## src/rtl/tca_pkg.sv

```systemverilog
// Shared constants, types and register layout of the temperature alarm controller
package tca_pkg;
    localparam int CLK_HZ = 10_000_000;
    localparam int MS_DIV = 1000;
    localparam int CONV_TIME_MS = 60;
    localparam int RATE0_MS = 4000;
    localparam int RATE1_MS = 1000;
    localparam int RATE2_MS = 250;
    localparam int RATE3_MS = 125;
    localparam int CONV_CYC = CONV_TIME_MS * (CLK_HZ / MS_DIV);
    localparam int RATE0_CYC = RATE0_MS * (CLK_HZ / MS_DIV);
    localparam int RATE1_CYC = RATE1_MS * (CLK_HZ / MS_DIV);
    localparam int RATE2_CYC = RATE2_MS * (CLK_HZ / MS_DIV);
    localparam int RATE3_CYC = RATE3_MS * (CLK_HZ / MS_DIV);
    localparam int TMR_W = 26;

    localparam logic [1:0] PTR_TEMP = 2'h0;
    localparam logic [1:0] PTR_CFG = 2'h1;
    localparam logic [1:0] PTR_LOW = 2'h2;
    localparam logic [1:0] PTR_HIGH = 2'h3;

    localparam int CFG_ALT_BIT = 15;
    localparam int CFG_FQ_LO = 11;
    localparam int CFG_TM_BIT = 9;
    localparam int CFG_SD_BIT = 8;
    localparam int CFG_EM_BIT = 7;
    localparam int CFG_TO_BIT = 4;
    localparam int CFG_EC_BIT = 3;
    localparam int CFG_CR_LO = 1;
    localparam int CFG_OS_BIT = 0;

    localparam logic [15:0] TEMP_RST = 16'h0000;
    localparam logic [15:0] CFG_RST = 16'h00c0;
    localparam logic [15:0] LOW_RST = 16'h4b00;
    localparam logic [15:0] HIGH_RST = 16'h5000;

    localparam logic [6:0] ADDR_BASE7 = 7'h48;
    localparam logic [3:0] BYTE_BITS = 4'h8;

    typedef enum logic [2:0] {I_IDLE, I_RX, I_ACK, I_TX, I_MACK, I_NEXT} tca_i2c_e;
    typedef enum logic [1:0] {CV_CONV, CV_IDLE, CV_SHUT} tca_cv_e;
endpackage : tca_pkg

```

## src/rtl/tca_temp_alarm_ctrl.sv

```systemverilog
// Conversion scheduler, limit alarm and two-wire slave register port
`timescale 1ns/10ps
module tca_temp_alarm_ctrl #(
    parameter int CONV_CYC = tca_pkg::CONV_CYC,
    parameter int RATE0_CYC = tca_pkg::RATE0_CYC,
    parameter int RATE1_CYC = tca_pkg::RATE1_CYC,
    parameter int RATE2_CYC = tca_pkg::RATE2_CYC,
    parameter int RATE3_CYC = tca_pkg::RATE3_CYC
) (
    input wire logic clock,
    input wire logic resetn,
    input wire logic sclIn,
    input wire logic sdaIn,
    output logic sdaOut,
    output logic sdaOeN,
    input wire logic [2:0] addrSel,
    input wire logic [15:0] tempSample,
    output logic convActive,
    output logic overTempFlag
);
    localparam logic [tca_pkg::TMR_W-1:0] CONV_LAST = tca_pkg::TMR_W'(CONV_CYC - 1);

    typedef struct packed {
        logic sclS1, sclS2, sclS3, sdaS1, sdaS2, sdaS3;
        logic [2:0] addrS1, addrS2;
        tca_pkg::tca_i2c_e i2c;
        logic [3:0] bitCnt;
        logic [2:0] byteIdx;
        logic [7:0] shift, wrMsb;
        logic rw, txLsb, sdaOeN, sdaOut;
        logic [1:0] ptr;
        tca_pkg::tca_cv_e cv;
        logic [tca_pkg::TMR_W-1:0] timer;
        logic oneShot, convBusy;
        logic [15:0] temp, low, high;
        logic [1:0] fq, cr;
        logic tm, sd, em, to, ec, flag, waitHigh;
        logic [2:0] hiCnt, loCnt;
    } tca_state_s;

    tca_state_s st, next_st;
    logic sclRise, sclFall, startEv, stopEv, readEv, wrEv;
    logic osReq, convDone, setEv;
    logic [15:0] wrData, rdWord, cfgWord, sampled;
    logic [7:0] nextByte;
    logic [2:0] depth;

    // Bit zero does not exist in 15-bit weighting
    function automatic logic [15:0] maskRes(input logic [15:0] v, input logic em);
        maskRes = em ? v : {v[15:1], 1'b0};
    endfunction : maskRes

    function automatic logic [2:0] satInc(input logic [2:0] c);
        satInc = (c == 3'h7) ? c : c + 3'h1;
    endfunction : satInc

    function automatic logic [2:0] depthOf(input logic [1:0] code);
        depthOf = (code == 2'h3) ? 3'h6 : (3'h1 << code);
    endfunction : depthOf

    function automatic logic [tca_pkg::TMR_W-1:0] periodLast(input logic [1:0] code);
        case (code)
            2'h0: periodLast = tca_pkg::TMR_W'(RATE0_CYC - 1);
            2'h1: periodLast = tca_pkg::TMR_W'(RATE1_CYC - 1);
            2'h2: periodLast = tca_pkg::TMR_W'(RATE2_CYC - 1);
            default: periodLast = tca_pkg::TMR_W'(RATE3_CYC - 1);
        endcase
    endfunction : periodLast

    always_comb begin
        next_st = st;
        next_st.sclS1 = sclIn;
        next_st.sclS2 = st.sclS1;
        next_st.sclS3 = st.sclS2;
        next_st.sdaS1 = sdaIn;
        next_st.sdaS2 = st.sdaS1;
        next_st.sdaS3 = st.sdaS2;
        next_st.addrS1 = addrSel;
        next_st.addrS2 = st.addrS1;
        sclRise = st.sclS2 & ~st.sclS3;
        sclFall = ~st.sclS2 & st.sclS3;
        // Data edge with clock high on both samples marks start or stop
        startEv = st.sclS2 & st.sclS3 & ~st.sdaS2 & st.sdaS3;
        stopEv = st.sclS2 & st.sclS3 & st.sdaS2 & ~st.sdaS3;
        readEv = 1'b0;
        wrEv = 1'b0;
        osReq = 1'b0;
        convDone = 1'b0;
        setEv = 1'b0;
        wrData = {st.wrMsb, st.shift};
        cfgWord = {st.flag, 2'h0, st.fq, 1'b0, st.tm, st.sd, st.em, 1'b1, 1'b0,
                   st.to, st.ec, st.cr, st.oneShot};
        case (st.ptr)
            tca_pkg::PTR_TEMP: rdWord = st.temp;
            tca_pkg::PTR_CFG: rdWord = cfgWord;
            tca_pkg::PTR_LOW: rdWord = maskRes(st.low, st.em);
            default: rdWord = maskRes(st.high, st.em);
        endcase
        nextByte = st.txLsb ? rdWord[15:8] : rdWord[7:0];
        sampled = maskRes(tempSample, st.em);
        depth = depthOf(st.fq);

        // Serial slave; it never drives the clock and only answers
        if (startEv) begin
            next_st.i2c = tca_pkg::I_RX;
            next_st.bitCnt = 4'h0;
            next_st.byteIdx = 3'h0;
            next_st.sdaOeN = 1'b1;
        end else if (stopEv) begin
            next_st.i2c = tca_pkg::I_IDLE;
            next_st.sdaOeN = 1'b1;
        end else begin
            case (st.i2c)
                tca_pkg::I_RX: begin
                    if (sclRise && st.bitCnt < tca_pkg::BYTE_BITS) begin
                        next_st.shift = {st.shift[6:0], st.sdaS2};
                        next_st.bitCnt = st.bitCnt + 4'h1;
                    end
                    // Ninth clock carries the acknowledge
                    if (sclFall && st.bitCnt == tca_pkg::BYTE_BITS) begin
                        next_st.i2c = tca_pkg::I_ACK;
                        next_st.sdaOeN = 1'b0;
                        case (st.byteIdx)
                            3'h0: begin
                                if (st.shift[7:1] == {tca_pkg::ADDR_BASE7[6:3], st.addrS2}) begin
                                    next_st.rw = st.shift[0];
                                    readEv = st.shift[0];
                                end else begin
                                    next_st.i2c = tca_pkg::I_IDLE;
                                    next_st.sdaOeN = 1'b1;
                                end
                            end
                            3'h1: next_st.ptr = st.shift[1:0];
                            3'h2: next_st.wrMsb = st.shift;
                            3'h3: wrEv = 1'b1;
                            default: begin
                                next_st.i2c = tca_pkg::I_IDLE;
                                next_st.sdaOeN = 1'b1;
                            end
                        endcase
                    end
                end
                tca_pkg::I_ACK: begin
                    if (sclFall) begin
                        next_st.byteIdx = st.byteIdx + 3'h1;
                        if (st.rw) begin
                            next_st.i2c = tca_pkg::I_TX;
                            next_st.txLsb = 1'b0;
                            next_st.shift = rdWord[15:8];
                            next_st.sdaOeN = rdWord[15];
                            next_st.bitCnt = 4'h1;
                        end else begin
                            next_st.i2c = tca_pkg::I_RX;
                            next_st.bitCnt = 4'h0;
                            next_st.sdaOeN = 1'b1;
                        end
                    end
                end
                tca_pkg::I_TX: begin
                    // Data changes only after the clock falls
                    if (sclFall) begin
                        if (st.bitCnt == tca_pkg::BYTE_BITS) begin
                            next_st.i2c = tca_pkg::I_MACK;
                            next_st.sdaOeN = 1'b1;
                        end else begin
                            next_st.sdaOeN = st.shift[6];
                            next_st.shift = {st.shift[6:0], 1'b0};
                            next_st.bitCnt = st.bitCnt + 4'h1;
                        end
                    end
                end
                tca_pkg::I_MACK: begin
                    if (sclRise) begin
                        next_st.i2c = st.sdaS2 ? tca_pkg::I_IDLE : tca_pkg::I_NEXT;
                    end
                end
                tca_pkg::I_NEXT: begin
                    if (sclFall) begin
                        next_st.i2c = tca_pkg::I_TX;
                        next_st.txLsb = ~st.txLsb;
                        next_st.shift = nextByte;
                        next_st.sdaOeN = nextByte[7];
                        next_st.bitCnt = 4'h1;
                    end
                end
                default: next_st.sdaOeN = 1'b1;
            endcase
        end

        // Register writes land whatever the conversion state
        if (wrEv) begin
            case (st.ptr)
                tca_pkg::PTR_CFG: begin
                    next_st.fq = wrData[tca_pkg::CFG_FQ_LO +: 2];
                    next_st.tm = wrData[tca_pkg::CFG_TM_BIT];
                    next_st.sd = wrData[tca_pkg::CFG_SD_BIT];
                    next_st.em = wrData[tca_pkg::CFG_EM_BIT];
                    next_st.to = wrData[tca_pkg::CFG_TO_BIT];
                    next_st.ec = wrData[tca_pkg::CFG_EC_BIT];
                    next_st.cr = wrData[tca_pkg::CFG_CR_LO +: 2];
                    osReq = wrData[tca_pkg::CFG_OS_BIT] & wrData[tca_pkg::CFG_SD_BIT];
                end
                // Stored with bit zero masked at the current resolution; a later resolution change leaves them alone
                tca_pkg::PTR_LOW: next_st.low = maskRes(wrData, st.em);
                tca_pkg::PTR_HIGH: next_st.high = maskRes(wrData, st.em);
                default: next_st.temp = st.temp;
            endcase
        end

        // Timer counts from the start of each conversion period
        case (st.cv)
            tca_pkg::CV_CONV: begin
                next_st.timer = st.timer + tca_pkg::TMR_W'(1'b1);
                if (st.timer == CONV_LAST) begin
                    convDone = 1'b1;
                    if (st.oneShot || st.sd) begin
                        next_st.cv = tca_pkg::CV_SHUT;
                        next_st.oneShot = 1'b0;
                    end else begin
                        next_st.cv = tca_pkg::CV_IDLE;
                    end
                end
            end
            tca_pkg::CV_IDLE: begin
                next_st.timer = st.timer + tca_pkg::TMR_W'(1'b1);
                if (st.sd) begin
                    next_st.cv = tca_pkg::CV_SHUT;
                end else if (st.timer >= periodLast(st.cr)) begin
                    next_st.timer = '0;
                    next_st.cv = tca_pkg::CV_CONV;
                end
            end
            tca_pkg::CV_SHUT: begin
                if (!st.sd) begin
                    next_st.cv = tca_pkg::CV_CONV;
                    next_st.timer = '0;
                end else if (osReq) begin
                    next_st.cv = tca_pkg::CV_CONV;
                    next_st.timer = '0;
                    next_st.oneShot = 1'b1;
                end
            end
            // One-shot request outside shutdown falls through unused
            default: next_st.cv = tca_pkg::CV_SHUT;
        endcase
        next_st.convBusy = (next_st.cv == tca_pkg::CV_CONV);

        // A read clears first so a same-cycle trigger still wins
        if (st.tm && readEv) begin
            next_st.flag = 1'b0;
        end
        if (convDone) begin
            next_st.temp = sampled;
            // One step of the queue per result
            next_st.hiCnt = ($signed(sampled) >= $signed(maskRes(st.high, st.em))) ?
                            satInc(st.hiCnt) : 3'h0;
            next_st.loCnt = ($signed(sampled) <= $signed(maskRes(st.low, st.em))) ?
                            satInc(st.loCnt) : 3'h0;
            if (!st.tm) begin
                if (next_st.hiCnt >= depth) begin
                    next_st.flag = 1'b1;
                end else if (next_st.loCnt >= depth) begin
                    next_st.flag = 1'b0;
                end
            end else if (st.waitHigh && next_st.hiCnt >= depth) begin
                setEv = 1'b1;
                next_st.flag = 1'b1;
                next_st.waitHigh = 1'b0;
            end else if (!st.waitHigh && next_st.loCnt >= depth) begin
                setEv = 1'b1;
                next_st.flag = 1'b1;
                next_st.waitHigh = 1'b1;
            end
        end
    end

    always_ff @(posedge clock or negedge resetn) begin
        if (!resetn) begin
            st <= '0;
            st.sclS1 <= 1'b1;
            st.sclS2 <= 1'b1;
            st.sclS3 <= 1'b1;
            st.sdaS1 <= 1'b1;
            st.sdaS2 <= 1'b1;
            st.sdaS3 <= 1'b1;
            st.sdaOeN <= 1'b1;
            st.cv <= tca_pkg::CV_CONV;
            st.convBusy <= 1'b1;
            st.temp <= tca_pkg::TEMP_RST;
            st.low <= tca_pkg::LOW_RST;
            st.high <= tca_pkg::HIGH_RST;
            st.fq <= tca_pkg::CFG_RST[tca_pkg::CFG_FQ_LO +: 2];
            st.tm <= tca_pkg::CFG_RST[tca_pkg::CFG_TM_BIT];
            st.sd <= tca_pkg::CFG_RST[tca_pkg::CFG_SD_BIT];
            st.em <= tca_pkg::CFG_RST[tca_pkg::CFG_EM_BIT];
            st.cr <= tca_pkg::CFG_RST[tca_pkg::CFG_CR_LO +: 2];
            st.waitHigh <= 1'b1;
        end else begin
            st <= next_st;
        end
    end

    assign sdaOut = st.sdaOut;
    assign sdaOeN = st.sdaOeN;
    assign convActive = st.convBusy;
    assign overTempFlag = st.flag;

    chk_os_cont_zero: assert property (@(posedge clock) disable iff (!resetn)
        (st.cv != tca_pkg::CV_SHUT && !st.oneShot) |=> !cfgWord[tca_pkg::CFG_OS_BIT])
        else $error("one-shot bit reads one in continuous mode");
    chk_os_busy_one: assert property (@(posedge clock) disable iff (!resetn)
        (st.oneShot |-> (cfgWord[0] && st.cv == tca_pkg::CV_CONV)))
        else $error("one-shot bit not shown while single conversion runs");
    chk_conv_end: assert property (@(posedge clock) disable iff (!resetn)
        (st.cv == tca_pkg::CV_CONV && st.timer == CONV_LAST) |=> !st.convBusy)
        else $error("conversion did not end on time");
    chk_shut_stays: assert property (@(posedge clock) disable iff (!resetn)
        (st.cv == tca_pkg::CV_SHUT && st.sd && !osReq) |=> st.cv == tca_pkg::CV_SHUT)
        else $error("left shutdown without cause");
    chk_resume_conv: assert property (@(posedge clock) disable iff (!resetn)
        (st.cv == tca_pkg::CV_SHUT && !st.sd) |=> (st.convBusy && st.timer == '0))
        else $error("clearing shutdown did not resume conversion");
    chk_oneshot_back: assert property (@(posedge clock) disable iff (!resetn)
        (convDone && st.oneShot) |=> (st.cv == tca_pkg::CV_SHUT && !st.oneShot))
        else $error("single conversion did not return to shutdown");
    chk_result_store: assert property (@(posedge clock) disable iff (!resetn)
        convDone |=> st.temp == $past(sampled))
        else $error("result register not updated");
    chk_comp_set: assert property (@(posedge clock) disable iff (!resetn)
        (convDone && !st.tm && next_st.hiCnt >= depth) |=> st.flag)
        else $error("comparator flag not set after queue");
    chk_comp_clear: assert property (@(posedge clock) disable iff (!resetn)
        (convDone && !st.tm && next_st.hiCnt < depth && next_st.loCnt >= depth) |=> !st.flag)
        else $error("comparator flag not cleared after low queue");
    chk_read_clear: assert property (@(posedge clock) disable iff (!resetn)
        (st.tm && readEv && !setEv) |=> !st.flag)
        else $error("read did not clear interrupt flag");
    chk_addr_match: assert property (@(posedge clock) disable iff (!resetn)
        (st.i2c == tca_pkg::I_ACK && st.byteIdx == 3'h0) |->
        st.shift[7:1] == {tca_pkg::ADDR_BASE7[6:3], st.addrS2})
        else $error("acknowledged a foreign address");
    chk_data_stable: assert property (@(posedge clock) disable iff (!resetn)
        (st.sclS2 && st.sclS3 && !startEv && !stopEv) |=> $stable(st.sdaOeN))
        else $error("data driven while clock high");
endmodule : tca_temp_alarm_ctrl

```

## config.mk

```make
export PLATFORM = sky130hd
export DESIGN_NAME = tca_temp_alarm_ctrl
export DESIGN_NICKNAME = d
export VERILOG_FILES = /design/src/rtl/tca_pkg.sv /design/src/rtl/tca_temp_alarm_ctrl.sv
export SDC_FILE = /design/constraint.sdc
export NUM_CORES = 1
export LEC_CHECK = 0
export ABC_AREA = 1
export BUFFER_PORTS_ARGS = -buffer_cell sky130_fd_sc_hd__buf_2
export CAP_MARGIN = 20
export CORE_ASPECT_RATIO = 1.1
export CORE_MARGIN = 2
export CORE_UTILIZATION = 50
export DETAILED_ROUTE_END_ITERATION = 10
export PLACE_DENSITY = 0.66
export RECOVER_POWER = 25
export SYNTH_ARGS = -nofsm -noshare
export SYNTH_HDL_FRONTEND = slang
export SYNTH_SLANG_ARGS = --single-unit
```

## constraint.sdc

```tcl
create_clock -name clock -period 3.4 [get_ports clock]
set_input_delay 0.51 -clock clock [delete_from_list [all_inputs] [get_ports clock]]
set_output_delay 0.51 -clock clock [all_outputs]
set_load 0.05 [all_outputs]
```

# Word-level counts from Yosys, hierarchy flattened
# Cells that the tools add are included.
[word_totals]
reg_bits = 138
out_inout_bits = 4
[op_classes]
n_addsub = 5
n_lt_le_gt_ge = 6
n_eq_ne = 45
shifts = 1
muxes = 93
n_bitwise = 15
n_reduce_logical = 37
[op_table]
columns = ["cell", "n"]
rows = [
  ["26-bit case mux with 3 select lines", 2],
  ["26-bit 2-to-1 mux", 3],
  ["8-bit 2-to-1 mux", 8],
  ["28-bit 2-to-1 mux", 2],
  ["16-bit case mux with 3 select lines", 1],
  ["1-bit 2-to-1 mux", 37],
  ["3-bit 2-to-1 mux", 11],
  ["8-bit case mux with 4 select lines", 1],
  ["29-bit 2-to-1 mux", 1],
  ["26-bit by 1-bit adder with 26-bit output (second input constant)", 1],
  ["26-bit by 20-bit == test with 1-bit output (second input constant)", 1],
  ["26-bit greater-or-equal comparator", 1],
  ["25-bit 2-to-1 mux", 1],
  ["4-bit != test (second input constant)", 6],
  ["2-bit != test (second input constant)", 11],
  ["3-bit != test (second input constant)", 7],
  ["5-bit AND reduction", 4],
  ["18-bit 2-to-1 mux", 1],
  ["9-bit 2-to-1 mux", 2],
  ["16-bit greater-or-equal comparator", 1],
  ["16-bit less-or-equal comparator", 1],
  ["16-bit 2-to-1 mux", 1],
  ["2-bit 2-to-1 mux", 8],
  ["4-bit case mux with 4 select lines", 1],
  ["39 further kinds", 89],
]

# Depth between registers and ports, before layout
# Gate-level depths: netlist of the first run.
[depth]
ltp_word = 13
depth_mapped = 22
ltp_nobuf = 22

# Least setup slack after synthesis of the first run
# OpenSTA, ideal clock, no wires.
[synth_path]
kind = "input to register"
start = "in tempSample[15]"
end = "reg st (netlist bit overTempFlag)"
arrival_time_ns = 2.638
required_ns = 3.276
setup_slack_ns = 0.638
cell_stages = 17
cell_sequence = "ha_1 -> nand2_1 -> nor2_1 -> nor3b_1 -> nand2_1 -> nand4_1 -> nand3_1 -> nand2_1 -> inv_1 -> ha_1 -> a21oi_1 -> o211ai_1 -> nand2_1 -> nand2_1 -> nand3_1 -> nand2_1 -> o21bai_1"
[synth_lines]
columns = ["item", "line", "text"]
rows = [
  ["start: declaration", "tca_temp_alarm_ctrl.sv:17", "input wire logic [15:0] tempSample,"],
  ["end signal: assignment", "tca_temp_alarm_ctrl.sv:299", "st <= next_st;"],
  ["end: declaration", "tca_temp_alarm_ctrl.sv:41", "tca_state_s st, next_st;"],
]

==> results of run 1 <==
## kinds of logic after synthesis
logic type	after synthesis
mux	2
xor+xnor	10
buf+inv	234
simple gates	501
other cells	1
flops	138
fa+ha+maj	79
compound gates	206
## repair_timing
item / 4_1_cts / 5_1_grt
endpoints found under the setup margin: 0 / 1
gates resized for setup: 0 / 2
hold buffers: 0 / 0
endpoints found under the hold margin: 0 / 0
## metal layers
metal / track usage / vias up / share of wire
met2: 0.405 / 159 / 0.48
met4: 0.104 / 0 / 0.030
met1: 0.324 / 3509 / 0.45
met5: 0 / - / 0
li1: - / 3834 / -
met3: 0.0410 / 46 / 0.040
## power groups by stage
stage	registers, mW	clock network, mW	logic, mW
2_1_floorplan	1.89	0	0.757
3_3_place_gp	1.91	0	1.06
3_5_place_dp	1.92	0	1.07
4_1_cts	1.89	2.01	1.08
5_1_grt	1.91	2.08	1.23
6_report	1.89	1.98	1.08
## state kept, by name, indices dropped and copies added, names as in the netlist
register      cells
st              118
cfgWord          10
next_st           7
convActive        1
overTempFlag      1
sdaOeN            1
## cell usage after synthesis, drive strengths merged, types with 9 or more instances
cell and instances:
nand2 307, inv 211, dfrtp 122, o21ai 111, nor2 91, ha 79
nand3 68, a21oi 51, dfstp 16, nand4 16, buf 14, o22ai 11
nor3 10, o211ai 9, xor2 9
## final timing paths
path	endpoint	depth (start not counted)
hold / removal	next_st[134]	1
max in group asynchronous	convActive	2
setup / recovery	overTempFlag	18
min in group asynchronous	st[0]	1
hold reg to reg	st[127]	0
setup reg to reg	overTempFlag	18
## through the flow
stage	cell area, um^2	cells
after floorplan	8830	1171
after global placement	9210	1418
after detailed placement	9210	1418
after CTS	9830	1450
after global routing	9830	1450
final	9830	1450
## layout make-up
cell class	count	area, um^2	area share
Clock buffer	17	425	0.0433
Clock inverter	15	200	0.0204
Inverter	213	805	0.0818
Multi-Input combinational cell	799	4430	0.451
Sequential cell	138	3470	0.353
Tap cell	234	293	0.0298
Timing Repair Buffer	34	205	0.0209
==> flow_metrics.py, run 1 <==
metrics = {
    "timing": {
        "slew_headroom": -0.289,
        "whs_ns": 0.183,
        "rsz0062_at_grt": "false",
        "final-hold-violation-count": 0,
        "finClkSkew_ns": 0.00858,
        "fin_crit_ns": 3.03,
        "worstMarginPinSlew_ns": 1.93,
        "tns_ns": 0,
        "drv_slew": 71,
        "setup_violations": 0,
        "fin_crit_sh": 0.890,
        "fmax_ghz": 0.330,
        "worst_slack_ns": 0.374,
    },
    "floorplanning": {
        "dieArea_um2": 18700,
        "initial_core_util": 0.515,
        "core.rowCount": 50,
        "coreArea_um2": 17100,
        "fp.dieH_um": 143,
        "dieWidth_um": 131,
        "io_pins": 27,
    },
    "global_route": {
        "grt_max_degree": 72,
        "antenna_found_initial": 0,
        "track_usage": 0.247,
        "grt_overflow": 0,
        "grt_pass1_wl_mm": 36.0,
        "grt_pass1_vias": 7233,
    },
    "critical_path": {
        "cp-end-kind": "register",
        "worstPathArrival_ns": 3.34,
        "cp_cell_sequence": "inv_1 > ha_1 > nand2_1 > nor2_1 > nor3b_2 > nand2_1 > nand4_1 > nand3_1 > nand2_1 > inv_1 > ha_1 > a21oi_1 > o211ai_1 > nand2_1 > nand2_1 > nand3_1 > nand2_1 > o21bai_1",
        "path_max_fanout": 6,
        "slowest_stage": "dfstp_2",
        "crit_type": "register to register",
        "r2r-start": "st[31]",
        "r2r_slack_ns": 0.37,
        "critPathTopFamily": "simple AND/OR/NAND/NOR gates",
        "critPathLaunchType": "register",
        "cp.required_ns": 3.71,
        "critPathMaxStageDelay_ns": 0.54,
        "crit_start": "st[31]",
        "cpMostUsedCell": "nand2_1",
        "critPathBufInv": 2,
    },
    "routing": {
        "routed_wl_mm": 21.6,
        "dr.pass1.iters": 5,
        "drt-vias-per-instance": 5.21,
        "route.detailed.drc": 0,
        "num_vias": 7548,
        "ant_nets": 0,
        "wl_per_cell_um": 14.9,
        "drtIter0Drc": 532,
    },
    "finish": {
        "final_core_util": 0.574,
        "mostFrequentLayoutCells": "nand2_1 (300), inv_1 (206), dfrtp_1 (122)",
        "drive_gt1_frac": 0.0995,
        "fin_nets": 1305,
        "syn2layout_area_growth_pct": 11.4,
        "fillerInstances": 1659,
        "antenna_cells": 0,
        "final_common_cell": "nand2_1",
    },
    "logic_synthesis": {
        "synth_edf_count": 0,
        "synth_top_family_by_area": "simple AND/OR/NAND/NOR gates",
        "yosysTopAreaCell": "dfrtp_1",
        "synth_area_per_cell_um2": 7.54,
        "synth.distinct_cells": 49,
        "async_flop_share": 1.00,
        "synthTopCellsByArea": "dfrtp_1 (35%), nand2_1 (13%), ha_1 (11%), inv_1 (8.8%), o21ai_0 (6.0%)",
        "synth_mux_area_frac": 0.00255,
        "yosys_most_used_dff": "dfrtp_1",
        "synth_nets": 1273,
        "synth_warnings": 0,
        "synth_xor_area_frac": 0.00992,
        "synth-adder-area-share": 0.112,
        "syn_inst": 1171,
        "post_synth_and_or_nand_nor_area_fraction": 0.245,
        "synth_compound_area_frac": 0.131,
        "synth_seq_cells": 138,
        "netlist.area_leader.share": 0.346,
        "seq_area_frac_synth": 0.393,
        "synth.cell_area_um2": 8830,
    },
    "pwr": {
        "internal_power_mw": 3.34,
        "switching_share": 0.326,
        "combPwrFrac": 0.218,
        "p_seq_frac": 0.382,
        "p_per_area_nw_per_um2": 503,
        "ir_worst_vdd_v": 0.000400,
        "finalPower_mw": 4.95,
        "switchingPower_mw": 1.61,
        "leakage_nw": 4.99,
        "power.share.clock": 0.401,
    },
    "clock_tree": {
        "cts_htree_levels": 4,
        "post_cts_buffers": 0,
        "tritoncts": "built",
        "clock_sinks": 138,
        "clockBufferDepth": 2,
        "cts_buffers": 17,
        "clock_latency_ns": 0.43,
        "cts_root_buf": "clkbuf_16",
        "clk_pin_slew_ns": 0.06,
    },
    "placement": {
        "port_buffers": 25,
        "pre_cts_slack_ns": 0.165,
        "place_hpwl_mm": 16.0,
        "routabilityCongestion": 0.905,
    },
    "min_path": {
        "hp-class": "input pin to register",
        "min_from": "sdaIn",
    },
    "run_status": {
        "violations": "max-capacitance violations, max-slew violations",
        "status": "finished with violations",
    },
    "flow_run": {
        "maxCapViolations": 1,
    },
}
Power figures use the tool's default switching activity.
==> run 2: changes to the inputs <==
--- a/config.mk
+++ b/config.mk
@@ -8,7 +8,6 @@
 export ABC_AREA = 1
 export BUFFER_PORTS_ARGS = -buffer_cell sky130_fd_sc_hd__buf_2
 export CAP_MARGIN = 20
-export CORE_ASPECT_RATIO = 1.1
 export CORE_MARGIN = 2
 export CORE_UTILIZATION = 50
 export DETAILED_ROUTE_END_ITERATION = 10
==> flow_metrics.py, run 2 (same netlist as run 1, synthesis figures left out) <==
metrics = {
    "run_status": {
        "status": "finished with violations",
        "violations": "max-capacitance violations, max-slew violations",
    },
    "placement": {
        "routabilityCongestion": 0.885,
        "port_buffers": 25,
        "place_hpwl_mm": 15.7,
        "placed_area_um2": 9190,
    },
    "critical_path": {
        "critPathLaunchType": "register",
        "critPathTopFamily": "simple AND/OR/NAND/NOR gates",
        "critPathMaxStageDelay_ns": 0.55,
        "r2r-start": "st[31]",
        "crit_type": "register to register",
        "critPathBufInv": 2,
        "cpMostUsedCell": "nand2_1",
        "slowest_stage": "dfstp_2",
        "path_max_fanout": 6,
        "crit_cells": 18,
        "crit_start": "st[31]",
        "cp_cell_sequence": "inv_1 > ha_1 > nand2_1 > nor2_1 > nor3b_2 > nand2_1 > nand4_1 > nand3_1 > nand2_1 > inv_1 > ha_1 > a21oi_1 > o211ai_1 > nand2_1 > nand2_1 > nand3_1 > nand2_1 > o21bai_1",
        "worstPathArrival_ns": 3.32,
        "cp-end-kind": "register",
        "reg2reg_depth": 18,
        "cp.required_ns": 3.70,
    },
    "clock_tree": {
        "tritoncts": "built",
        "clk_pin_slew_ns": 0.06,
        "clock_sinks": 138,
        "cts_hold_buf": 0,
        "clock_latency_ns": 0.43,
        "cts_htree_levels": 4,
        "cts_buffers": 17,
        "cts_root_buf": "clkbuf_16",
        "clockBufferDepth": 2,
    },
    "timing": {
        "tns_ns": 0,
        "fin_crit_sh": 0.888,
        "setup_violations": 0,
        "finClkSkew_ns": 0.0140,
        "rsz0062_at_grt": "false",
        "drv_slew": 90,
        "fmax_ghz": 0.331,
        "final-hold-violation-count": 0,
        "slew_headroom": -0.585,
        "worstMarginPinSlew_ns": 2.38,
        "whs_ns": 0.175,
        "fin_crit_ns": 3.02,
    },
    "finish": {
        "fin_nets": 1305,
        "antenna_cells": 0,
        "largest_reg_flops": 118,
        "syn2layout_area_growth_pct": 11.0,
        "final_common_cell": "nand2_1",
        "mostFrequentLayoutCells": "nand2_1 (300), inv_1 (206), dfrtp_1 (122)",
        "drive_gt1_frac": 0.0987,
        "final_core_util": 0.567,
        "design_area_um2": 9800,
        "top_register": "st",
    },
    "min_path": {
        "min_from": "sdaIn",
        "holdPathStages": 1,
        "hp-class": "input pin to register",
    },
    "floorplanning": {
        "io_pins": 27,
        "coreArea_um2": 17300,
        "dieWidth_um": 137,
        "dieArea_um2": 18700,
        "core.rowCount": 48,
        "fp.dieH_um": 137,
        "initial_core_util": 0.511,
    },
    "routing": {
        "routed_wl_mm": 21.4,
        "drtIter0Drc": 385,
        "wl_per_cell_um": 14.9,
        "drt-vias-per-instance": 5.17,
        "dr.pass1.iters": 5,
        "ant_nets": 0,
        "num_vias": 7456,
        "route.detailed.drc": 0,
    },
    "flow_run": {
        "maxCapViolations": 1,
    },
    "global_route": {
        "grt_overflow": 0,
        "grt_pass1_wl_mm": 35.2,
        "grt_max_degree": 91,
        "grt_pass1_vias": 7045,
        "track_usage": 0.243,
        "antenna_found_initial": 0,
    },
    "pwr": {
        "leakage_nw": 4.99,
        "p_per_area_nw_per_um2": 504,
        "ir_worst_vdd_v": 0.000563,
        "finalPower_mw": 4.94,
    },
}
-- run 2: cell count changes in the layout (fill, tap and decap cells not counted) --
cell        delta
inv_8          +1
nand3_1        +1
clkinvlp_4     -3
nand3_2        -1
clkinv_4       -1
bufinv_16      -1
inv_6          +4
-- run 2: path summary, 6_finish.rpt --
kind | endpoint | slack [ns]
max | overTempFlag | 0.38
min | next_st[134] | 0.17
max reg2reg | overTempFlag | 0.38
min reg2reg | st[127] | 0.35
max in group asynchronous | st[100] | 1.22
min in group asynchronous | st[0] | 0.79
-- run 2: report_power, final --
group / internal [mW] / switching, mW / total, mW / leakage [nW]
Combinational: 0.348 / 0.758 / 1.11 / 2.99
Clock: 1.17 / 0.783 / 1.95 / 0.301
Sequential: 1.77 / 0.118 / 1.88 / 1.70
-- run 2: per-stage QoR --
stage | setup WS [ns] | std cells
3_5_place_dp | 0.182 | 1409
4_1_cts | 0.316 | 1441
6_report | 0.380 | 1441
5_1_grt | 0.0429 | 1441
3_3_place_gp | 0.269 | 1409
2_1_floorplan | 0.638 | 1171
-- run 2: layer usage --
metal  global-route usage  part of all wire  vias to the layer above
met5                    0                 0                        -
met1                0.315              0.46                     3469
li1                     -                 -                     3827
met2                0.417              0.49                      136
met3               0.0444             0.038                       24
met4               0.0682             0.015                        0
-- run 2: repair_timing --
item / 4_1_cts / 5_1_grt
setup endpoints to repair: 0 / 2
gates resized for setup: 0 / 1
buffers inserted: 0 / 0
-- run 2: area by class of cell --
type | instances | area [um^2]
clock buffers | 17 | 425
clock inverters | 15 | 185
fillers | 1608 | 7490
inverters | 213 | 805
multi-input cells | 799 | 4430
flip-flops and latches | 138 | 3470
well taps | 225 | 282
repair buffers | 34 | 205
